[src/logic/tioms_pkg.sv]
// Functional notes
// RULE1 - Top bit 0: compare; 0000 disables, reset
// RULE2 - Second bit 0: initial pin level low
// RULE3 - Second bit 1: initial high; pair 00 disables
// RULE4 - Pair 01: pin low on compare match
// RULE5 - Pair 10: pin high on compare match
// RULE6 - Pair 11: pin toggles on compare match
// RULE7 - Top bit 1: capture counter on event
// RULE8 - Second bit 0: event from own pin
// RULE9 - Pair 00 rising edge, 01 falling edge
// RULE10 - Third bit 1: capture on both edges
// RULE11 - Channel 3 C, 11xx: channel 4 count
// RULE12 - Channel 4 A, 11xx: channel 3 A event
// RULE13 - Buffer mode A: channel 3 C does nothing; the code still enables its pin for one cycle on the write setting it
// RULE14 - Don't-care bits never change behaviour
// RULE15 - Initial level applied next clock cycle
package tioms_pkg;

    // Sizes
    localparam int DATA_W  = 16;
    localparam int ADDR_W  = 3;
    localparam int NUM_CH  = 3;
    localparam int MODE_W  = 4;

    // Register indices on the plain port
    localparam logic [ADDR_W-1:0] ADDR_MODE        = 3'h0;
    localparam logic [ADDR_W-1:0] ADDR_GREG_CH3C   = 3'h1;
    localparam logic [ADDR_W-1:0] ADDR_GREG_CH4A   = 3'h2;
    localparam logic [ADDR_W-1:0] ADDR_GREG_CH5A   = 3'h3;
    localparam logic [ADDR_W-1:0] ADDR_PIN_STATUS  = 3'h4;

    // Field positions in the mode register
    localparam int MODE_CH3C_LSB = 0;
    localparam int MODE_CH4A_LSB = 4;
    localparam int MODE_CH5A_LSB = 8;
    localparam int BFA_BIT       = 12;

    // Bit positions inside one mode field
    localparam int MODE_CAPTURE_BIT = 3;
    localparam int MODE_SOURCE_BIT  = 2;
    localparam int MODE_BOTH_BIT    = 1;
    localparam int MODE_FALL_BIT    = 0;

    // Pin status field positions
    localparam int STAT_LEVEL_LSB = 0;
    localparam int STAT_OE_LSB    = 3;
    localparam int STAT_IN_LSB    = 6;

    // Values after reset
    localparam logic [MODE_W-1:0] MODE_RESET = 4'h0;
    localparam logic [DATA_W-1:0] GREG_RESET = 16'h0000;
    localparam logic [DATA_W-1:0] RDATA_RESET = 16'h0000;
    localparam logic              BFA_RESET  = 1'b0;
    localparam logic              PIN_RESET  = 1'b0;

    // Compare actions, low pair of a compare code
    localparam logic [1:0] ACT_NONE   = 2'h0;
    localparam logic [1:0] ACT_LOW    = 2'h1;
    localparam logic [1:0] ACT_HIGH   = 2'h2;
    localparam logic [1:0] ACT_TOGGLE = 2'h3;

    // Channel 3 C and 4 A have a cross source; channel 5 A has none
    localparam logic [NUM_CH-1:0] CROSS_SRC_EN = 3'h3;
    // Cycles from a mode write to its initial pin level
    localparam int INIT_LEVEL_CYCLES = 1;

    // Register port request
    typedef struct packed {
        logic              wr;
        logic              rd;
        logic [ADDR_W-1:0] addr;
        logic [DATA_W-1:0] wdata;
    } tioms_bus_req_t;

    // Drive of one compare pin
    typedef struct packed {
        logic level;
        logic oe;
    } tioms_pin_drv_t;

endpackage : tioms_pkg

[src/logic/tioms_pin_sync.sv]
`timescale 1ns/10ps
module tioms_pin_sync
    import tioms_pkg::*;
(
    // Clock and reset
    input  wire logic clk,
    input  wire logic reset_n,
    // Raw pin
    input  wire logic pin_in,
    // Filtered level and edge pulses
    output logic      level,
    output logic      rise,
    output logic      fall
);

    logic stage1;
    logic stage2;
    logic stage3;

    // Three stages; the first feeds only the second
    always_ff @(posedge clk) begin
        if (!reset_n) begin
            stage1 <= PIN_RESET;
            stage2 <= PIN_RESET;
            stage3 <= PIN_RESET;
        end else begin
            stage1 <= pin_in;
            stage2 <= stage1;
            stage3 <= stage2;
        end
    end

    // Level moves only when the last two stages agree, so one-cycle glitches drop
    always_ff @(posedge clk) begin
        if (!reset_n) begin
            level <= PIN_RESET;
            rise  <= 1'b0;
            fall  <= 1'b0;
        end else begin
            rise <= (stage2 == stage3) && stage2 && !level;
            fall <= (stage2 == stage3) && !stage2 && level;
            if (stage2 == stage3) begin
                level <= stage2;
            end
        end
    end

endmodule : tioms_pin_sync

[src/logic/tioms_io_mode_select.sv]
`timescale 1ns/10ps
module tioms_io_mode_select
    import tioms_pkg::*;
(
    // Clock and reset
    input  wire logic              clk,
    input  wire logic              reset_n,
    // Register port
    input  wire tioms_bus_req_t    bus_req,
    output logic [DATA_W-1:0]      rd_data,
    // Counters from the neighbouring channels
    input  wire logic [DATA_W-1:0] ch3_counter,
    input  wire logic [DATA_W-1:0] ch4_counter,
    input  wire logic [DATA_W-1:0] ch5_counter,
    // Cross-channel events, same clock
    input  wire logic              ch4_count_pulse,
    input  wire logic              ch3_reg_a_event,
    // Pins, inputs
    input  wire logic              ch3_pin_c_in,
    input  wire logic              ch4_pin_a_in,
    input  wire logic              ch5_pin_a_in,
    // Pins, outputs
    output tioms_pin_drv_t         ch3_pin_c_drv,
    output tioms_pin_drv_t         ch4_pin_a_drv,
    output tioms_pin_drv_t         ch5_pin_a_drv,
    // Compare match or capture pulses for the status flags
    output logic [NUM_CH-1:0]      ch_event
);

    // Mode fields and buffer mode enable
    logic [MODE_W-1:0] mode [NUM_CH];
    logic [MODE_W-1:0] next_mode [NUM_CH];
    logic              buffer_mode_a_enable;
    logic              mode_wr;

    // Per-channel views packed for the generate loop
    logic [DATA_W-1:0] counter   [NUM_CH];
    logic [DATA_W-1:0] greg      [NUM_CH];
    logic [NUM_CH-1:0] pin_raw;
    logic [NUM_CH-1:0] pin_level;
    logic [NUM_CH-1:0] pin_rise;
    logic [NUM_CH-1:0] pin_fall;
    logic [NUM_CH-1:0] cross_evt;
    logic [NUM_CH-1:0] inhibit;
    logic [NUM_CH-1:0] drv_level;
    logic [NUM_CH-1:0] drv_oe;
    logic [NUM_CH-1:0] greg_wr;

    // Channel wiring
    assign counter[0] = ch3_counter;
    assign counter[1] = ch4_counter;
    assign counter[2] = ch5_counter;
    assign pin_raw    = {ch5_pin_a_in, ch4_pin_a_in, ch3_pin_c_in};
    assign cross_evt  = {1'b0, ch3_reg_a_event, ch4_count_pulse}; // [RULE11] [RULE12]
    assign inhibit    = {1'b0, 1'b0, buffer_mode_a_enable};       // [RULE13]

    // Register write decode
    assign mode_wr    = bus_req.wr && (bus_req.addr == ADDR_MODE);
    assign greg_wr[0] = bus_req.wr && (bus_req.addr == ADDR_GREG_CH3C);
    assign greg_wr[1] = bus_req.wr && (bus_req.addr == ADDR_GREG_CH4A);
    assign greg_wr[2] = bus_req.wr && (bus_req.addr == ADDR_GREG_CH5A);

    // Mode value after this edge; pin logic looks at it so levels land with the write
    always_comb begin
        next_mode[0] = mode[0];
        next_mode[1] = mode[1];
        next_mode[2] = mode[2];
        if (mode_wr) begin
            next_mode[0] = bus_req.wdata[MODE_CH3C_LSB +: MODE_W];
            next_mode[1] = bus_req.wdata[MODE_CH4A_LSB +: MODE_W];
            next_mode[2] = bus_req.wdata[MODE_CH5A_LSB +: MODE_W];
        end
    end

    // Mode register, all-zero after reset
    always_ff @(posedge clk) begin
        if (!reset_n) begin
            mode[0]              <= MODE_RESET; // [RULE1]
            mode[1]              <= MODE_RESET;
            mode[2]              <= MODE_RESET;
            buffer_mode_a_enable <= BFA_RESET;
        end else begin
            mode[0] <= next_mode[0];
            mode[1] <= next_mode[1];
            mode[2] <= next_mode[2];
            if (mode_wr) begin
                buffer_mode_a_enable <= bus_req.wdata[BFA_BIT];
            end
        end
    end

    // One compare/capture unit per channel
    for (genvar ch = 0; ch < NUM_CH; ch++) begin : g_ch
        logic [DATA_W-1:0] greg_q;
        logic [DATA_W-1:0] counter_prev;
        logic              level_q;
        logic              oe_q;
        logic              event_q;
        logic              is_compare;
        logic              next_is_compare;
        logic              oc_active;
        logic              next_oc_active;
        logic              cross_sel;
        logic              pin_evt;
        logic              match;
        logic              capture;

        // Edge filter for this channel's pin
        tioms_pin_sync u_sync (
            .clk     (clk),
            .reset_n (reset_n),
            .pin_in  (pin_raw[ch]),
            .level   (pin_level[ch]),
            .rise    (pin_rise[ch]),
            .fall    (pin_fall[ch])
        );

        // Compare when top bit is clear; pair 00 means output disabled
        assign is_compare      = !mode[ch][MODE_CAPTURE_BIT];      // [RULE1]
        assign next_is_compare = !next_mode[ch][MODE_CAPTURE_BIT];
        assign oc_active       = is_compare && (mode[ch][1:0] != ACT_NONE) && !inhibit[ch];
        assign next_oc_active  = next_is_compare && (next_mode[ch][1:0] != ACT_NONE)
                                 && !inhibit[ch];                  // [RULE3] [RULE13]

        // Match on the cycle the counter arrives at the value, not while it rests there
        assign match = oc_active && (counter[ch] == greg_q) && (counter[ch] != counter_prev);

        // Cross source only where the channel has one; channel 5 treats bit 2 as don't-care
        assign cross_sel = mode[ch][MODE_SOURCE_BIT] && CROSS_SRC_EN[ch]; // [RULE14]

        // Pin edge choice; bit 0 ignored when both edges are selected
        always_comb begin
            if (mode[ch][MODE_BOTH_BIT]) begin
                pin_evt = pin_rise[ch] || pin_fall[ch];            // [RULE10] [RULE14]
            end else if (mode[ch][MODE_FALL_BIT]) begin
                pin_evt = pin_fall[ch];                            // [RULE9]
            end else begin
                pin_evt = pin_rise[ch];                            // [RULE9]
            end
        end

        // Capture event from the selected source
        assign capture = !is_compare && !inhibit[ch]               // [RULE7] [RULE13]
                         && (cross_sel ? cross_evt[ch] : pin_evt); // [RULE8] [RULE11] [RULE12]

        // Last counter sample for the arrival test
        always_ff @(posedge clk) begin
            if (!reset_n) begin
                counter_prev <= GREG_RESET;
            end else begin
                counter_prev <= counter[ch];
            end
        end

        // General register; capture beats a software write in the same cycle
        always_ff @(posedge clk) begin
            if (!reset_n) begin
                greg_q <= GREG_RESET;
            end else if (capture) begin
                greg_q <= counter[ch];                             // [RULE7]
            end else if (greg_wr[ch]) begin
                greg_q <= bus_req.wdata;
            end
        end

        // Pin level: a mode write that enables a compare output sets the initial level, otherwise matches act
        always_ff @(posedge clk) begin
            if (!reset_n) begin
                level_q <= PIN_RESET;
            end else if (mode_wr && next_oc_active) begin
                level_q <= next_mode[ch][MODE_SOURCE_BIT];         // [RULE2] [RULE3] [RULE15]
            end else if (match) begin
                unique case (mode[ch][1:0])
                    ACT_LOW:    level_q <= 1'b0;                   // [RULE4]
                    ACT_HIGH:   level_q <= 1'b1;                   // [RULE5]
                    ACT_TOGGLE: level_q <= !level_q;               // [RULE6]
                    default:    level_q <= level_q;
                endcase
            end
        end

        // Enable follows the mode taking effect, same edge as the level
        always_ff @(posedge clk) begin
            if (!reset_n) begin
                oe_q <= 1'b0;                                      // [RULE1]
            end else begin
                oe_q <= next_oc_active;                            // [RULE15]
            end
        end

        // Event pulse for the neighbouring flag logic
        always_ff @(posedge clk) begin
            if (!reset_n) begin
                event_q <= 1'b0;
            end else begin
                event_q <= match || capture;
            end
        end

        assign greg[ch]      = greg_q;
        assign drv_level[ch] = level_q;
        assign drv_oe[ch]    = oe_q;
        assign ch_event[ch]  = event_q;
    end

    // Pin drives come straight from the per-channel flops
    assign ch3_pin_c_drv = '{level: drv_level[0], oe: drv_oe[0]};
    assign ch4_pin_a_drv = '{level: drv_level[1], oe: drv_oe[1]};
    assign ch5_pin_a_drv = '{level: drv_level[2], oe: drv_oe[2]};

    // Read data stand one cycle after the strobe and read zero otherwise
    always_ff @(posedge clk) begin
        if (!reset_n) begin
            rd_data <= RDATA_RESET;
        end else if (bus_req.rd) begin
            rd_data <= RDATA_RESET;
            unique case (bus_req.addr)
                ADDR_MODE: begin
                    rd_data[MODE_CH3C_LSB +: MODE_W] <= mode[0];
                    rd_data[MODE_CH4A_LSB +: MODE_W] <= mode[1];
                    rd_data[MODE_CH5A_LSB +: MODE_W] <= mode[2];
                    rd_data[BFA_BIT]                 <= buffer_mode_a_enable;
                end
                ADDR_GREG_CH3C: rd_data <= greg[0];
                ADDR_GREG_CH4A: rd_data <= greg[1];
                ADDR_GREG_CH5A: rd_data <= greg[2];
                ADDR_PIN_STATUS: begin
                    rd_data[STAT_LEVEL_LSB +: NUM_CH] <= drv_level;
                    rd_data[STAT_OE_LSB +: NUM_CH]    <= drv_oe;
                    rd_data[STAT_IN_LSB +: NUM_CH]    <= pin_level;
                end
                default: rd_data <= RDATA_RESET;
            endcase
        end else begin
            rd_data <= RDATA_RESET;
        end
    end

endmodule : tioms_io_mode_select

[config.mk]
export PLATFORM = sky130hd
export DESIGN_NAME = tioms_io_mode_select
export DESIGN_NICKNAME = d
export VERILOG_FILES = /design/src/logic/tioms_pkg.sv /design/src/logic/tioms_pin_sync.sv /design/src/logic/tioms_io_mode_select.sv
export SDC_FILE = /design/constraint.sdc
export NUM_CORES = 1
export LEC_CHECK = 0
export ABC_CLOCK_PERIOD_IN_PS = 1950
export BUFFER_PORTS_ARGS = -buffer_cell sky130_fd_sc_hd__buf_2
export CAP_MARGIN = 0
export CORE_MARGIN = 2
export CORE_UTILIZATION = 58
export DETAILED_ROUTE_END_ITERATION = 8
export GPL_TIMING_DRIVEN = 0
export HOLD_SLACK_MARGIN = 0.06
export PLACE_DENSITY = 0.8
export SYNTH_ARGS = -nofsm -noshare
export SYNTH_HDL_FRONTEND = slang
export SYNTH_SLANG_ARGS = --single-unit
export TNS_END_PERCENT = 100
[constraint.sdc]
create_clock -name clk -period 1.95 [get_ports clk]
set_input_delay 0.195 -clock clk [delete_from_list [all_inputs] [get_ports clk]]
set_output_delay 0.195 -clock clk [all_outputs]
set_load 0.05 [all_outputs]
== Word-level counts from Yosys, hierarchy flattened ==
Memories as Yosys holds them, arrays and structs flattened.
Cells that the tools add are included.

* Eq/ne operators: 22
* Muxes and demuxes: 32
* Bitwise operators: 3
* Reduce and logical (&&, ||, !) cells: 79

{| class="wikitable"
|+ Operators with widths
! cell !! number
|-
| 2-to-1 mux 16 bit || 6
|-
| equality test 16 bit || 3
|-
| inequality test 16 bit || 3
|-
| case mux 9 bit (5 select lines) || 1
|-
| logical AND 1 bit || 37
|-
| nonzero test 2 bit || 12
|-
| logical NOT 1 bit || 16
|-
| 2-to-1 mux 1 bit || 16
|-
| case mux 4 bit (4 select lines) || 1
|-
| equality test 2 bit (second input constant) || 6
|-
| 2-to-1 mux 12 bit || 1
|-
| 2-to-1 mux 4 bit || 3
|-
| nonzero test 4 bit || 3
|-
| case mux 1 bit (3 select lines) || 3
|-
| case mux 3 bit (3 select lines) || 1
|-
| AND reduction 2 bit || 4
|-
| equality test 2 x 1 -> 1 bit (second input constant) || 3
|-
| equality test 3 x 2 -> 1 bit (second input constant) || 2
|-
| logical OR 1 bit || 6
|-
| equality test 1 bit || 3
|-
| equality test 3 x 1 -> 1 bit (second input constant) || 1
|-
| equality test 3 bit (second input constant) || 1
|-
| logical NOT 3 bit || 1
|-
| bitwise OR 1 bit || 3
|}

* Register bits: 140
* Bits in writable memories: 12
* Input bits: 76
* Output and inout port bits: 25
* Logic and storage cells: 172
* Memories: 1

{| class="wikitable"
|+ Memory list
! memory !! words !! width !! read ports !! clocked after memory_dff !! write ports !! line !! source
|-
| mode || 3 || 4 || 3 || 0 || 3 || tioms_io_mode_select.sv:31 || <nowiki>logic [MODE_W-1:0] mode [NUM_CH];</nowiki>
|}

== Longest topological paths before layout ==
* Depth after elaboration: 9
* Mapped depth: 9
* Mapped depth without buffers: 6

== Hierarchy ==
From an unflattened synthesis, not the netlist that was laid out.

* Cells, all modules: 765
* Area, all modules: 7382.1 µm²

{| class="wikitable"
|+ Modules (own cells, without submodules)
! module !! times used !! cells each !! area each (µm²) !! seq. area each (µm²)
|-
| tioms_io_mode_select || 1 || 711 || 6777.8 || 2682.6
|-
| tioms_pin_sync || 3 || 18 || 201.4 || 120.1
|}

== Worst setup path after synthesis ==
No wires, ideal clock.

* Path type: register to register
* Start point: memory mode[0][1]
* End point: register g_ch[0].greg_q[10]
* Setup time: 116 ps
* Arrival time: 1683 ps
* Data required time: 1834 ps
* Setup slack: 151 ps
* Cell stages (with the launch flop): 8
* Path buffers: 2
* Period minus slack after synthesis: 1799 ps
* Cell sequence: dfxtp_1 -> nand2b_1 -> a21oi_1 -> o31a_1 -> or2_2 -> clkbuf_1 -> buf_2 -> o211a_1

{| class="wikitable"
|+ RTL lines
! what !! line !! source
|-
| start, declared || tioms_io_mode_select.sv:31 ||
|-
| end signal, assigned || tioms_io_mode_select.sv:160 || <nowiki>greg_q <= counter[ch];</nowiki>
|-
| end signal, assigned || tioms_io_mode_select.sv:162 || <nowiki>greg_q <= bus_req.wdata;</nowiki>
|-
| end, declared || tioms_io_mode_select.sv:94 || <nowiki>logic [DATA_W-1:0] greg_q;</nowiki>
|}

==> out/results.ini <==
[power_and_ir_drop]
power_leakage_nw=4.12
power_frac_clock_pct=44.6
ir_drop_v=0.000595
power.share.sequential_pct=44.5
comb_power_share_pct=10.8
switching_power_mw=1.77
switching_share_pct=24.1
power.internal_mw=5.58
power-per-cell-area_nw_per_um2=799

[floorplan]
pin_count=101
dieArea_um2=13600
core-area_um2=12500
fp.dieH_um=117
start_util_pct=59.0
fp.dieW_um=117
fp-row-count=41

[cells_and_area]
diodes=0
layout_common_cells=dfxtp_1, buf_2, mux2i_1
final_nets=1017
area_delta_synth_final_pct=24.6
mostFrequentLayoutCell=dfxtp_1
drive_above_1_share_pct=18.9

[logic_synthesis]
synthesis.nets=854
yosysUniqueCellTypes=54
synth_seq_cells=152
synth_area_um2=7380
syn_inst=769
synth_edf_count=0
yosys_warnings=0
synth_top_flop_cell=dfxtp_1
async_flop_share_pct=0
syn_avg_cell_area_um2=9.60
synth_seq_area_share_pct=41.2

[critical_path]
worstPathRequired_ns=2.28
startpoint_type=register
cp.arrival_ns=2.20
crit_type=reg2reg
cp_max_fo=10
cp-end-kind=register

[sta]
tightestPinTransition_ns=0.840
finalCriticalPeriod_ns=1.87
clock.fmax_mhz=534
period_share_pct=96.1
tns_ns=0
slew_viol_final=0
setup_viol=0
final-hold-violation-count=0
rsz0062_at_grt=false
holdWs_ns=0.0545
slew_headroom_pct=44.0
fin_worst_skew_ns=0.00738

[global_route]
overflow=0
grt_pass1_vias=6351
grt_pass1_wl_mm=35.1
grt_max_degree=17
grt.busiest_layer=met2
grt_use_met1_pct=43.6
grt.met2_usage_pct=58.6
track_usage_pct=34.8
antenna_found_initial=0
use_met3_pct=5.72

[run]
cap_viol_max_count=0

[clock_tree]
clk_pin_slew_ns=0.06
htreeDepth=4
clock_latency_ns=0.44
cts-buffers-inserted=17
cts_buffer_depth=2
cts_sinks=152
clock-root-buffer=clkbuf_16
tritoncts=yes

[placement]
dp_hpwl_mm=16.4
gp_congestion=1.01
io_buffers=99

[routing]
wl_per_cell_um=20.7
drtPass1Iterations=7
drc_errors=0
num_vias=6521
viasPerCell=5.85
antenna_left=0
drt_wl_total_mm=23.1
drtIter0Drc=522

[status]
status=complete, no violations

[worst_hold_path]
hp-class=in2reg

-- final timing paths --
kind	startpoint	endpoint	cells past startpoint	slack (ns)
setup / recovery	mode[0][1]$_SDFF_PN0_	g_ch[0].greg_q[8]$_SDFFE_PN0P_	6	0.08
hold / removal	ch3_counter[1]	g_ch[0].counter_prev[1]$_SDFF_PN0_	2	0.05
setup reg to reg	mode[0][1]$_SDFF_PN0_	g_ch[0].greg_q[8]$_SDFFE_PN0P_	6	0.08
hold reg to reg	g_ch[1].u_sync.stage1$_SDFF_PN0_	g_ch[1].u_sync.stage2$_SDFF_PN0_	1	0.44
-- cell type report --
| cell class | instances | area [µm²] |
|---|---|---|
| tap | 172 | 215 |
| sequential | 152 | 3050 |
| timing repair buffer | 146 | 963 |
| clock inverter | 9 | 128 |
| fill | 963 | 3320 |
| clock buffer | 20 | 447 |
| inverter | 10 | 37.5 |
| multi-input combinational | 552 | 4080 |
| buffer | 53 | 283 |
-- power by group through the flow --
stage          registers (mW)  clock network (mW)  logic, mW
2_1_floorplan            3.32                   0      0.405
3_5_place_dp             3.34                   0      0.696
3_3_place_gp             3.33                   0      0.678
5_1_grt                  3.28                3.42      0.853
6_report                 3.27                3.28      0.797
4_1_cts                  3.27                3.30      0.772
-- synth_stat cells, types with 2 or more instances --
master / count / area (µm²)
a211oi_1: 3 / 22.5
dfxtp_1: 152 / 3040
nor2b_1: 5 / 31.3
buf_2: 6 / 30.0
nor2_1: 24 / 90.1
nand2_1: 53 / 199
o22a_1: 3 / 26.3
clkbuf_1: 33 / 124
inv_1: 10 / 37.5
and3_1: 19 / 119
or2_2: 2 / 12.5
o41ai_1: 2 / 17.5
a21boi_0: 15 / 113
mux2i_1: 66 / 661
mux2_2: 5 / 56.3
nor2_4: 2 / 22.5
o21ai_0: 19 / 95.1
o211a_1: 32 / 320
nand3_1: 6 / 30.0
buf_4: 12 / 90.1
xor2_1: 47 / 412
nor3_1: 5 / 25.0
a21oi_1: 38 / 190
and2_1: 61 / 382
nor4_1: 14 / 87.6
xnor2_1: 49 / 429
nand4_1: 13 / 81.3
a22oi_1: 12 / 90.1
o21a_1: 17 / 128
buf_6: 3 / 33.8
nand2b_1: 6 / 37.5
ha_1: 9 / 113
or3_1: 5 / 31.3
-- flip-flops by register name, summed over array words and instances, names as in the netlist --
name	cells
buffer_mode_a_enable	1
g_ch.counter_prev	48
g_ch.event_q	3
g_ch.greg_q	48
g_ch.level_q	3
g_ch.oe_q	3
g_ch.u_sync.fall	3
g_ch.u_sync.level	3
g_ch.u_sync.rise	3
g_ch.u_sync.stage1	3
g_ch.u_sync.stage2	3
g_ch.u_sync.stage3	3
mode	12
rd_data	16
-- worst max-delay path, cell delays in order (launching register included) --
cell      delay, ns
dfxtp_2        0.41
nand2b_1       0.12
a21oi_1        0.06
o31a_1         0.33
or2_2          0.41
buf_4          0.21
o211a_1        0.21
-- cells by family (layout without fill, tap and decap cells) --
logic type | count (synthesis) | in the layout | synth area share (%)
XOR/XNOR | 96 | 96 | 11.4
AO/OA/AOI/OAI | 150 | 150 | 14.6
adder cells (fa/ha/maj) | 9 | 9 | 1.53
buffers and inverters | 65 | 238 | 4.32
flip-flops | 152 | 152 | 41.2
AND/OR/NAND/NOR | 225 | 225 | 16.9
multiplexers | 72 | 72 | 10.0
-- stage by stage --
stage | power (mW) | instances | setup slack (ns) | area (µm²) | utilization (%)
finish | 7.35 | 1114 | 0.0765 | 9200 | 73.5
global route | 7.55 | 1114 | 0.00793 | 9200 | 73.5
CTS | 7.34 | 1114 | 0.00421 | 9150 | 73.1
detailed placement | 4.03 | 1040 | -0.349 | 8090 | 64.6
global placement | 4.01 | 1040 | -0.283 | 8090 | 64.6
floorplan | 3.72 | 769 | 0.151 | 7380 | -
-- metal layers --
metal | share of wire [%] | vias to the layer above | wire [µm]
met5 | 0 | - | 0
met4 | 4.2 | 0 | 958
met3 | 6.5 | 67 | 1490
met2 | 48 | 286 | 11200
met1 | 41 | 3170 | 9460
li1 | - | 2998 | -
-- what timing repair did --
item | CTS | global route
gates resized for setup | 10 | 13
setup endpoints to repair | 52 | 44
pin swaps | 1 | 4
hold endpoints to repair | 46 | 1
gates cloned | 0 | 0
hold buffers | 45 | 1
setup buffers | 1 | 0
No activity file was read; power rests on OpenSTA's default activity.
